===== config.mk =====
export PLATFORM = sky130hd
export DESIGN_NAME = sbgpio_data_regs
export DESIGN_NICKNAME = d
export VERILOG_FILES = /design/src/sbgpio_pkg.sv /design/src/sbgpio_cfg_mem.sv /design/src/sbgpio_data_regs.sv
export SDC_FILE = /design/constraint.sdc
export NUM_CORES = 1
export LEC_CHECK = 0
export BUFFER_PORTS_ARGS = -buffer_cell sky130_fd_sc_hd__clkbuf_2
export CAP_MARGIN = 40
export CORE_MARGIN = 2
export CORE_UTILIZATION = 49
export DETAILED_ROUTE_END_ITERATION = 16
export GPL_ROUTABILITY_DRIVEN = 0
export PLACE_DENSITY_LB_ADDON = 0.12
export SLEW_MARGIN = 40
export SYNTH_ARGS = -nofsm -noshare
export SYNTH_HDL_FRONTEND = slang
export SYNTH_SLANG_ARGS = --single-unit

===== constraint.sdc =====
create_clock -name mclk -period 2.35 [get_ports mclk]
set_clock_uncertainty 0.1 [all_clocks]
set_input_delay 0.1175 -clock mclk [delete_from_list [all_inputs] [get_ports mclk]]
set_output_delay 0.1175 -clock mclk [all_outputs]
set_load 0.02 [all_outputs]

===== src/sbgpio_pkg.sv =====
`default_nettype none
package sbgpio_pkg;
  localparam logic [7:0] bidir_out_off = 8'h08;
  localparam logic [7:0] bidir_in_off = 8'h09;
  localparam logic [7:0] outonly_out_off = 8'h0a;
  localparam logic [7:0] outonly_in_off = 8'h0b;
  localparam logic [7:0] cfg_sel_off = 8'h0c;
  localparam logic [7:0] cfg_data_off = 8'h0d;
  localparam logic [5:0] bidir_out_rst = 6'h3f;
  localparam logic [1:0] outonly_out_rst = 2'h3;
  localparam int cfg_lock_bit = 3;
  localparam int cfg_pullup_bit = 2;
  localparam int cfg_pushpull_bit = 1;
  localparam int cfg_oe_bit = 0;
  localparam logic [3:0] cfg_bidir_rst = 4'h4;
  localparam logic [3:0] cfg_outonly_rst = 4'h5;
  localparam int npins = 8;
endpackage
`default_nettype wire


===== src/sbgpio_cfg_mem.sv =====
`timescale 1ns/10ps
`default_nettype none
// ==========================================
// per-pin configuration store, lock is set-only
module sbgpio_cfg_mem #(
  parameter int depth = 8
) (
  input wire logic mclk,
  input wire logic rst_b,
  input wire logic sb_por,
  input wire logic wr_en,
  input wire logic [2:0] wr_idx,
  input wire logic [3:0] wr_data,
  input wire logic [2:0] rd_idx,
  output logic [3:0] rd_data,
  output logic [depth-1:0] lock_vec,
  output logic [depth-1:0] oe_vec,
  output logic [depth-1:0] pp_vec,
  output logic [depth-1:0] pu_vec
);
  logic [3:0] mem_r [depth];
  // only standby power-up reloads the store (4h pins 0-5, 5h pins 6-7), main reset leaves it alone
  always_ff @(posedge mclk) begin
    if (sb_por) begin
      for (int i = 0; i < depth; i++) begin
        mem_r[i] <= (i >= 6) ? sbgpio_pkg::cfg_outonly_rst : sbgpio_pkg::cfg_bidir_rst;
      end
    end else if (wr_en) begin
      if (mem_r[wr_idx][sbgpio_pkg::cfg_lock_bit]) begin
        mem_r[wr_idx] <= mem_r[wr_idx];
      end else begin
        mem_r[wr_idx] <= wr_data;
        if (wr_idx >= 3'd6) begin
          mem_r[wr_idx][sbgpio_pkg::cfg_oe_bit] <= 1'b1;
        end
      end
    end
  end
  always_ff @(posedge mclk) begin
    if (!rst_b) begin
      rd_data <= 4'h0;
    end else begin
      rd_data <= mem_r[rd_idx];
    end
  end
  always_comb begin
    for (int i = 0; i < depth; i++) begin
      lock_vec[i] = mem_r[i][sbgpio_pkg::cfg_lock_bit];
      oe_vec[i] = mem_r[i][sbgpio_pkg::cfg_oe_bit];
      pp_vec[i] = mem_r[i][sbgpio_pkg::cfg_pushpull_bit];
      pu_vec[i] = mem_r[i][sbgpio_pkg::cfg_pullup_bit];
    end
  end
endmodule
`default_nettype wire


===== src/sbgpio_data_regs.sv =====
`timescale 1ns/10ps
`default_nettype none
// Notes on behaviour
// - bidir latch loads 3fh when unlocked
// - latch bits 5-0 drive bidir pins
// - locked bits ignore writes
// - latch reads return stored value
// - zero drives low, one per buffer type
// - input reg shows live pin levels
// - input read ignores config and latch
// - input registers are read-only
// - output-only latch loads 03h when unlocked
// - latch bits 1-0 drive output-only pins
// - second input reg shows four pins
// - bidir latch bits 7-6 reserved zero
// - lock stays set until standby reset
module sbgpio_data_regs (
  input wire logic mclk,
  input wire logic rst_b,
  input wire logic sw_reset,
  input wire logic sb_por,
  input wire logic [7:0] addr,
  input wire logic [7:0] wdata,
  input wire logic wr,
  input wire logic rd,
  output logic [7:0] rdata,
  input wire logic [5:0] bidir_pin_i,
  output logic [5:0] bidir_pin_o,
  output logic [5:0] bidir_pin_oe,
  output logic [5:0] bidir_pullup,
  input wire logic [1:0] input_only_pin_i,
  input wire logic [1:0] event_input_pin_i,
  input wire logic [1:0] outonly_pin_i,
  output logic [1:0] outonly_pin_o,
  output logic [1:0] outonly_pin_oe,
  output logic [1:0] outonly_pullup
);
  // ==========================================
  // configuration select and store
  logic [2:0] cfg_sel_r;
  logic [3:0] cfg_rd;
  logic [7:0] lock_vec, oe_vec, pp_vec, pu_vec;
  logic cfg_wr;
  assign cfg_wr = wr && (addr == sbgpio_pkg::cfg_data_off);

  always_ff @(posedge mclk) begin
    if (!rst_b) begin
      cfg_sel_r <= 3'h0;
    end else if (wr && addr == sbgpio_pkg::cfg_sel_off) begin
      cfg_sel_r <= wdata[2:0];
    end
  end

  sbgpio_cfg_mem #(.depth(sbgpio_pkg::npins)) u_cfg (
    .mclk(mclk),
    .rst_b(rst_b),
    .sb_por(sb_por),
    .wr_en(cfg_wr),
    .wr_idx(cfg_sel_r),
    .wr_data(wdata[3:0]),
    .rd_idx(cfg_sel_r),
    .rd_data(cfg_rd),
    .lock_vec(lock_vec),
    .oe_vec(oe_vec),
    .pp_vec(pp_vec),
    .pu_vec(pu_vec)
  );

  // ==========================================
  // output latches
  logic [5:0] bidir_out_r;
  logic [1:0] outonly_out_r;
  logic main_rst;
  assign main_rst = !rst_b || sw_reset;

  // per bit: lock wins over both reset and write
  function automatic logic [7:0] latch_nxt(input logic [7:0] cur, input logic [7:0] rstv,
      input logic [7:0] wv, input logic do_rst, input logic do_wr, input logic [7:0] lk);
    logic [7:0] r;
    r = cur;
    for (int i = 0; i < 8; i++) begin
      if (!lk[i] && do_rst) begin
        r[i] = rstv[i];
      end else if (!lk[i] && do_wr) begin
        r[i] = wv[i];
      end
    end
    return r;
  endfunction

  // latches sit in the standby domain: no plain reset term, only the unlocked load
  logic [7:0] bidir_tmp, outonly_tmp;
  assign bidir_tmp = latch_nxt({2'h0, bidir_out_r}, {2'h0, sbgpio_pkg::bidir_out_rst},
      wdata, main_rst, wr && addr == sbgpio_pkg::bidir_out_off, {2'h3, lock_vec[5:0]});
  assign outonly_tmp = latch_nxt({6'h0, outonly_out_r}, {6'h0, sbgpio_pkg::outonly_out_rst},
      wdata, main_rst, wr && addr == sbgpio_pkg::outonly_out_off, {6'h3f, lock_vec[7:6]});

  always_ff @(posedge mclk) begin
    if (sb_por) begin
      bidir_out_r <= sbgpio_pkg::bidir_out_rst;
    end else begin
      bidir_out_r <= bidir_tmp[5:0];
    end
  end

  always_ff @(posedge mclk) begin
    if (sb_por) begin
      outonly_out_r <= sbgpio_pkg::outonly_out_rst;
    end else begin
      outonly_out_r <= outonly_tmp[1:0];
    end
  end

  // ==========================================
  // pin drive, registered
  function automatic logic drv(input logic d, input logic pp);
    return d ? pp : 1'b1;
  endfunction

  always_ff @(posedge mclk) begin
    if (sb_por) begin
      bidir_pin_o <= 6'h0;
      bidir_pin_oe <= 6'h0;
      bidir_pullup <= 6'h3f;
    end else begin
      for (int i = 0; i < 6; i++) begin
        bidir_pin_o[i] <= bidir_out_r[i];
        // open-drain releases the pin for a one
        bidir_pin_oe[i] <= oe_vec[i] && drv(bidir_out_r[i], pp_vec[i]);
        bidir_pullup[i] <= pu_vec[i];
      end
    end
  end

  always_ff @(posedge mclk) begin
    if (sb_por) begin
      outonly_pin_o <= 2'h3;
      outonly_pin_oe <= 2'h0;
      outonly_pullup <= 2'h3;
    end else begin
      for (int i = 0; i < 2; i++) begin
        outonly_pin_o[i] <= outonly_out_r[i];
        outonly_pin_oe[i] <= oe_vec[6+i] && drv(outonly_out_r[i], pp_vec[6+i]);
        outonly_pullup[i] <= pu_vec[6+i];
      end
    end
  end

  // ==========================================
  // read path; writes to input offsets match no write decode
  always_ff @(posedge mclk) begin
    if (!rst_b) begin
      rdata <= 8'h0;
    end else if (rd) begin
      if (addr == sbgpio_pkg::bidir_out_off) begin
        rdata <= {2'h0, bidir_out_r};
      end else if (addr == sbgpio_pkg::bidir_in_off) begin
        rdata <= {event_input_pin_i, bidir_pin_i};
      end else if (addr == sbgpio_pkg::outonly_out_off) begin
        rdata <= {6'h0, outonly_out_r};
      end else if (addr == sbgpio_pkg::outonly_in_off) begin
        rdata <= {4'h0, input_only_pin_i, outonly_pin_i};
      end else if (addr == sbgpio_pkg::cfg_sel_off) begin
        rdata <= {5'h0, cfg_sel_r};
      end else if (addr == sbgpio_pkg::cfg_data_off) begin
        // store read port is registered, so a fresh select shows one cycle later
        rdata <= {4'h0, cfg_rd};
      end else begin
        rdata <= 8'h0;
      end
    end else begin
      rdata <= 8'h0;
    end
  end
endmodule
`default_nettype wire


==> results of run 1 <==
[stage by stage]
stage	hold WS, ns	area, um2	utilization (%)	setup slack (ns)
after floorplan	0.0891	3430	-	0.0297
after global placement	0.220	3950	58.1	0.0231
after detailed placement	0.220	3950	58.1	-0.0177
after CTS	0.0279	4210	62.0	0.132
after global routing	0.0705	4210	62.0	0.0514
final	0.0371	4210	62.0	0.173
[sequential cells by signal, indices dropped and copies added (netlist names), named ones only]
register / cells
bidir_pin_o: 6
u_cfg.rd_data: 4
cfg_sel_r: 3
rdata: 8
u_cfg.mem_r: 32
outonly_pin_o: 2
outonly_pin_oe: 2
outonly_out_r: 2
bidir_pin_oe: 6
bidir_pullup: 6
bidir_out_r: 6
outonly_pullup: 2
[report_power, final]
part / internal (mW) / total (mW) / switching (mW)
Clock: 0.452 / 0.974 / 0.522
Sequential: 1.50 / 1.51 / 0.0139
Combinational: 0.0839 / 0.193 / 0.109
Total: 2.03 / 2.68 / 0.646
[routing by layer]
metal	track usage [%]	routed length (um)	vias to the layer above
li1	-	-	1258
met1	32.9	3730	1215
met2	37.9	3980	87
met3	3.77	475	16
met4	10.2	178	0
met5	0	0	-
[layout make-up]
class | count | area [um2]
clock buffers | 11 | 153
clock inverters | 5 | 32.5
fillers | 584 | 2580
inverters | 10 | 37.5
multi-input cells | 202 | 1360
flip-flops and latches | 82 | 1960
well taps | 96 | 120
repair buffers | 89 | 543
[cells by family (layout without fill, tap and decap cells)]
logic type,Yosys count,count (layout),share of synthesized area [%]
multiplexers,25,25,10.7
buffers and inverters,27,115,2.99
AO/OA/AOI/OAI,28,28,5.80
AND/OR/NAND/NOR,149,149,23.3
flip-flops,82,82,57.2
[worst min path at each step]
stage,start,end
detailed placement,event_input_pin_i[1],rdata[7]
global route,wdata[1],bidir_out_r[1]
finish,wdata[2],flip-flop
floorplan,sb_por,bidir_pin_o[1]
CTS,addr[2],rdata[5]
global placement,event_input_pin_i[0],rdata[6]
[critical path: cells and delay by family, from the launching register on]
kind                   cells  cell delay, ns
muxes                      3            0.73
DFF                        1            0.60
buffers and inverters      2            0.39
and+or+nand+nor            1            0.09
[placed cells by master (no fill, tap or decap), types with 2 or more instances in the layout]
cell            n
mux2_2          3
clkbuf_2       63
a21o_1          7
nand2_1        30
nor2_1         43
o31ai_1         2
mux2i_1        13
nor3b_1         3
clkbuf_8        9
dlygate4sd3_1   8
or4b_1          3
nand3_1         4
o211a_1         2
a311oi_1        2
and2_1          3
or2_2          11
nor2b_1         9
nor4_1          4
edfxtp_1       32
nand2b_1       17
dfxtp_1        49
or4_1           2
and3_1          6
mux4_2          9
a21oi_1         5
inv_6           2
nor3_1          4
buf_4          17
o21bai_1        4
o21ai_0         3
nor4b_1         3
inv_1          10
[timing repair]
item,in CTS,in global routing
hold endpoints to repair,9,0
gates resized for setup,0,1
endpoints found under the setup margin,0,2
hold buffers,8,0
==> summary.md, run 1 <==
| Metric | Value |
|---|---|
| Final nets | `between 400 and 500` |
| Tcrit/Tclk final | `approximately 90%` |
| DR iter-0 viols | `around 140` |
| Max stage delay on crit path | `roughly 0.60 ns` |
| Final antenna-violating net count | `0` |
| Cell Area, Synth | `between 3000 and 4000 um2` |
| Max cap viols | `0` |
| Row count | `30` |
| Yosys reg bits | `between 80 and 90` |
| Pwr Total | `~2.7 mW` |
| Initial antenna violation count | `0` |
| Critical path cell sequence | `mux4_2, mux2i_1, buf_4, mux2i_1, buf_4, nand3_1` |
| Skew-Pair Late Insertion Delay | `0.36 ns` |
| Diode count | `0` |
| Crit Path Class | `reg2reg` |
| Ys flop type | `dfxtp_1` |
| R2R cell count | `6` |
| Largest net degree at the start of global routing | `24` |
| Avg WL per Cell | `around 17 um` |
| Post-synthesis sequential area ratio | `57.2%` |
| CTS Sinks | `82` |
| Crit path to | `u_cfg.mem_r[2][2]` |
| Worst slew margin | `~55%` |
| Worst setup EP type | `flip-flop` |
| Hold path depth | `3` |
| Worst path slowest cell | `dfxtp_1` |
| Net count of the mapped netlist | `between 300 and 400` |
| Starting Density | `50.5%` |
| Endpoints failing setup | `0` |
| Cell taking the most area after synthesis | `dfxtp_1` |
| Die area | `7680 um2` |
| Vias in the first global route | `between 2000 and 3000` |
| Worst-path clk slew | `around 0.08 ns` |
| Area Overhead vs Synth | `22.9%` |
| Post-synth top cells | `dfxtp_1, nor2_1, edfxtp_1, nand2_1, nand2b_1` |
| Most frequent cell after synthesis | `dfxtp_1` |
| CTS Buf Count | `9` |
| Detailed-route wire length | `8360 um` |
| Asr flop ratio synth | `0%` |
| Library cells used by synthesis | `39` |
| CTS Root Cell | `clkbuf_8` |
| Non-filler instance count after layout | `roughly 500` |
| Post-DR vias/cell | `about 5.2` |
| Share of cells above drive strength 1 | `a little under a third` |
| Post-CTS Setup Bufs | `0` |
| Final Max Slew Viols | `0` |
| Core area | `6790 um2` |
| Yosys top cell area share | `between 20% and 30%` |
| Max Fclk | `roughly 460 MHz` |
| LEAKAGE | `between 1.5 and 2 nW` |
| DIE WIDTH | `a little under 90 um` |
| Post-route minimum period | `roughly 2.2 ns` |
| DP Cell Count | `around 470` |
| Global-route usage over all layers | `approximately a quarter` |
| R2r setup slk | `around 0.17 ns` |
| HPWL after detailed placement | `~6300 um` |
| Global route total overflow | `0` |
| Via count | `2576` |
| WP data required | `around 2.4 ns` |
| PD cells | `about 640 nW/um2` |
| Post-Synthesis Mean Instance Area | `about 11 um2` |
| Outcome | `complete, no violations` |
| Crit path max fanout | `8` |
| Clock Tree Buf Depth | `2` |
| Max rail drop VDD | `roughly 0.00033 V` |
| Worst-margin pin slew | `0.673 ns` |
| 1st-pass router iterations | `4` |
| Arrival time worst endpoint | `about 2.2 ns` |
| IO Pins | `between 60 and 70` |
| Setup TNS | `0 ns` |
| I/O Buffers | `63` |
| Final Hold Viols | `0` |
| Post-Synthesis Cells | `roughly 310` |
| Top post-synthesis cells by area | `dfxtp_1, edfxtp_1, mux4_2, nor2_1, mux2i_1` |
| First-pass GRT wire length | `13400 um` |
| DR DRC count | `0` |
| TritonCTS clock tree | `yes` |
| Startpoint Class | `flip-flop` |
| Min-delay worst type | `in2reg` |
| RSZ-0062 raised after global routing | `false` |
| FF-to-FF End | `u_cfg.mem_r[2][2]` |
| EDFF count, synth | `32` |
| H-tree depth | `3` |
| YS warnings | `0` |
| Die height | `between 80 and 90 um` |
No activity file was read; power rests on OpenSTA's default activity.
==> run 2: changes to the inputs <==
- CORE_MARGIN: 2 -> default
- CORE_UTILIZATION: 49 -> 50
- SYNTH_HIERARCHICAL: default -> 1
==> run 2 against run 1 <==
Net effect: final area rose by 6.7%; synthesized cell count rose by 7.1%; the flow now finishes with violations (DRC); largest power group unchanged; flip-flop and latch count fell by 3; setup slack got worse by 0.029 ns.
==> summary.md, run 2 <==
| Metric | Value |
|---|---|
| Failing checks | `DRC` |
| Vias in the first global route | `2573 (+1.5%)` |
| Worst path slowest cell | `dfxtp_2` |
| Startpoint Class | `flip-flop` |
| Worst Hold Endpoint | `rdata[0]` |
| Critical path cell sequence | `buf_4, mux2_2, a222oi_1, buf_4, and3_1, nor3_1` |
| Switching part of the total | `25.8% (+1.7 points)` |
| Hold_sp | `outonly_pin_i[0]` |
| Clock Tree Buf Depth | `2 (unchanged)` |
| Post-DR vias/cell | `5.56 (+6.9%)` |
| Via count | `2887 (+12%)` |
| Hold path depth | `5 (+2)` |
| Row count | `31 (+3.3%)` |
| Library cells used by synthesis | `41 (+5.1%)` |
| Starting Density | `51.3% (+0.88 points)` |
| Endpoints failing setup | `0 (unchanged)` |
| Top cell family by delay on the critical path | `simple AND/OR/NAND/NOR gates` |
| Post-synth top cells | `dfxtp_1, edfxtp_1, nor2_1, nor2b_1, nand2_1` |
| Reg-to-Reg Start | `cfg_sel_r[0]` |
| Worst-path clk slew | `0.09 ns (about the same)` |
| Avg WL per Cell | `17.9 um (+6.2%)` |
| WP data required | `2.34 ns (about the same)` |
| First-pass GRT wire length | `13900 um (+3.6%)` |
| Crit path max fanout | `8 (unchanged)` |
| IO Pins | `66 (unchanged)` |
| R2r setup slk | `0.14 ns (-0.03 ns)` |
| Max Fclk | `453 MHz (-1.3%)` |
| Post-Synthesis Mean Instance Area | `11.1 um2 (+0.89%)` |
| Asr flop ratio synth | `0% (unchanged)` |
| Post-synthesis sequential area ratio | `51.4% (-5.9 points)` |
| Post-Synthesis Cells | `333 (+7.1%)` |
| LEAKAGE | `1.70 nW (-4.0%)` |
| FF-to-FF End | `u_cfg/mem_r[5][1]` |
| Int Power | `1.94 mW (-4.8%)` |
| Post-route minimum period | `2.21 ns (+0.0291 ns)` |
| Gate power share | `7.5% (+0.3 points)` |
| Area Overhead vs Synth | `21.4%` |
| Skew-Pair Late Insertion Delay | `0.36 ns (about the same)` |
| PD cells | `580 nW/um2 (-8.8%)` |
| YS warnings | `6 (+6)` |
| Max stage delay on crit path | `0.40 ns (-0.20 ns)` |
| Die area | `7760 um2 (+0.96%)` |
| Most common cell after layout, fill and taps aside | `clkbuf_2` |
| DR iter-0 viols | `149 (+4.9%)` |
| TritonCTS clock tree | `yes` |
| Part of the power in registers | `56.1% (-0.3 points)` |
| CTS Sinks | `79 (-3.7%)` |
| Worst setup EP type | `flip-flop` |
| Sw Pwr | `672 uW (+4.0%)` |
| Most frequent cell after synthesis | `dfxtp_1` |
| DR DRC count | `2 (+2)` |
| Largest net degree at the start of global routing | `38 (+58%)` |
| Most flop-heavy register | `u_cfg/mem_r` |
| Yosys top cell area share | `25.9% (-3.3 points)` |
| Core area | `7210 um2 (+6.2%)` |
| Share of cells above drive strength 1 | `32.1% (+1.3 points)` |
| Tcrit/Tclk final | `93.9% (+1.2 points)` |
| Max cap viols | `0 (unchanged)` |
| 1st-pass router iterations | `10 (+6)` |
| Detailed-route wire length | `9310 um (+11%)` |
| Clock Power Share | `36.4% (about the same)` |
| H-tree depth | `3 (unchanged)` |
| Leading cell types in the layout, fill and taps excluded | `clkbuf_2, dfxtp_1, edfxtp_1` |
| Die height | `88.1 um (+0.48%)` |
| Crit Path Class | `reg2reg` |
| DIE WIDTH | `88.1 um (+0.48%)` |
| Ys flop type | `dfxtp_1` |
| R2R cell count | `6 (unchanged)` |
| Cell Area, Synth | `3700 um2 (+8.0%)` |
| Setup TNS | `0 ns (unchanged)` |
| EDFF count, synth | `32 (unchanged)` |
| Arrival time worst endpoint | `2.20 ns (+0.02 ns)` |
| Yosys reg bits | `79 (-3.7%)` |
| Worst-margin pin slew | `0.489 ns (-0.184 ns)` |
| Min-delay worst type | `in2reg` |
| Layout fillers | `635 (+8.7%)` |
| Max rail drop VDD | `0.000369 V (+10%)` |
| Most used cell, CP | `buf_4` |
| Initial antenna violation count | `0 (unchanged)` |
| Diode count | `0 (unchanged)` |
| Top flop regs | `u_cfg/mem_r: 32 flops, rdata: 8 flops` |
| Top post-synthesis cells by area | `edfxtp_1, dfxtp_1, mux4_2, nor2b_1, mux2i_1` |
| CTS Buf Count | `9 (unchanged)` |
| Final Max Slew Viols | `0 (unchanged)` |
| Post-layout util | `62.3% (+0.32 points)` |
| RSZ-0062 raised after global routing | `false` |
| Final antenna-violating net count | `0 (unchanged)` |
| Final nets | `449 (+4.9%)` |
| Worst slew margin | `67.3% (+12 points)` |
| Max reg flops | `32 (unchanged)` |
| CTS Root Cell | `clkbuf_8` |
| Net count of the mapped netlist | `367 (+6.4%)` |
| Final Hold Viols | `0 (unchanged)` |
| Outcome | `finished, violations left` |
| Cell taking the most area after synthesis | `edfxtp_1` |
| HPWL after detailed placement | `6760 um (+8.0%)` |
| Hold slack | `0.0200 ns (-0.0171 ns)` |
| Crit path buf inv count | `2 (unchanged)` |
| Global-route usage over all layers | `25.0% (+1.1 points)` |
| I/O Buffers | `63 (unchanged)` |
| Global route total overflow | `0 (unchanged)` |
-- run 2: cell count changes in the layout (fill, tap and decap cells not counted), moves of 4 or more --
cell and delta:
nor2b_1 +16, mux2_2 +4, nand2b_1 -5, nand4_1 +5
nor3_1 +11, nand2_1 -6, nor3b_1 +8, a211oi_1 +4
nor2_1 -14, inv_1 -10
-- run 2: power by group through the flow --
stage	registers [mW]	clock network [mW]	logic, mW
after floorplan	1.50	0	0.0943
after global placement	1.49	0	0.182
after detailed placement	1.50	0	0.183
after CTS	1.46	0.968	0.194
after global routing	1.47	1.01	0.211
final	1.46	0.948	0.195
-- run 2: kinds of logic (layout without fill, tap and decap cells) --
group,after synthesis,in the layout,share of synthesized area (%)
compound gates,35,35,6.82
buf+inv,21,108,2.50
flops,79,79,51.4
mux,34,34,14.5
simple gates,164,164,24.8
-- run 2: what timing repair did --
item	CTS	global route
resized for setup	0	2
buffers inserted	0	0
hold endpoints to repair	10	0
endpoints found under the setup margin	0	16
hold buffers	10	0
-- run 2: final cells by class --
class	count	area, um2	area share (%)
clock buffer	9	124	2.75
timing repair buffer	92	571	12.7
tap	99	124	2.75
sequential	79	1900	42.3
clock inverter	7	60.1	1.34
multi-input combinational	233	1720	38.1
-- run 2: worst register-to-register path, cell delays in order (launching register included) --
cell and delay (ns):
dfxtp_2 0.40, buf_4 0.15, mux2_2 0.33, a222oi_1 0.29, buf_4 0.22, and3_1 0.37, nor3_1 0.09
-- run 2: per-layer routing --
layer	up-vias	global-route usage, %	wire, um
met4	0	12.3	229
met1	1375	31.7	4080
met3	16	3.68	413
met2	111	42.1	4590
li1	1385	-	-
met5	-	0	0
-- run 2: worst max path at each step --
stage	from	to	slack (ns)	depth (start not counted)
2_1_floorplan	cfg_sel_r[1]	u_cfg/mem_r[0][1]	0.04	5
3_3_place_gp	addr[5]	u_cfg/mem_r[5][3]	0.08	8
3_5_place_dp	cfg_sel_r[1]	u_cfg/mem_r[5][1]	0.03	4
4_1_cts	cfg_sel_r[1]	u_cfg/mem_r[5][1]	0.04	4
5_1_grt	cfg_sel_r[0]	u_cfg/mem_r[3][0]	0.0009	6
6_report	cfg_sel_r[0]	u_cfg/mem_r[5][1]	0.14	6
-- run 2: stage by stage --
step	instances	area, um2	setup WS, ns	total power, mW
2_1_floorplan	333	3700	0.0385	1.59
3_3_place_gp	493	4210	0.0794	1.68
3_5_place_dp	493	4210	0.0284	1.68
4_1_cts	519	4490	0.0368	2.63
5_1_grt	519	4500	0.000933	2.69
6_report	519	4500	0.144	2.61
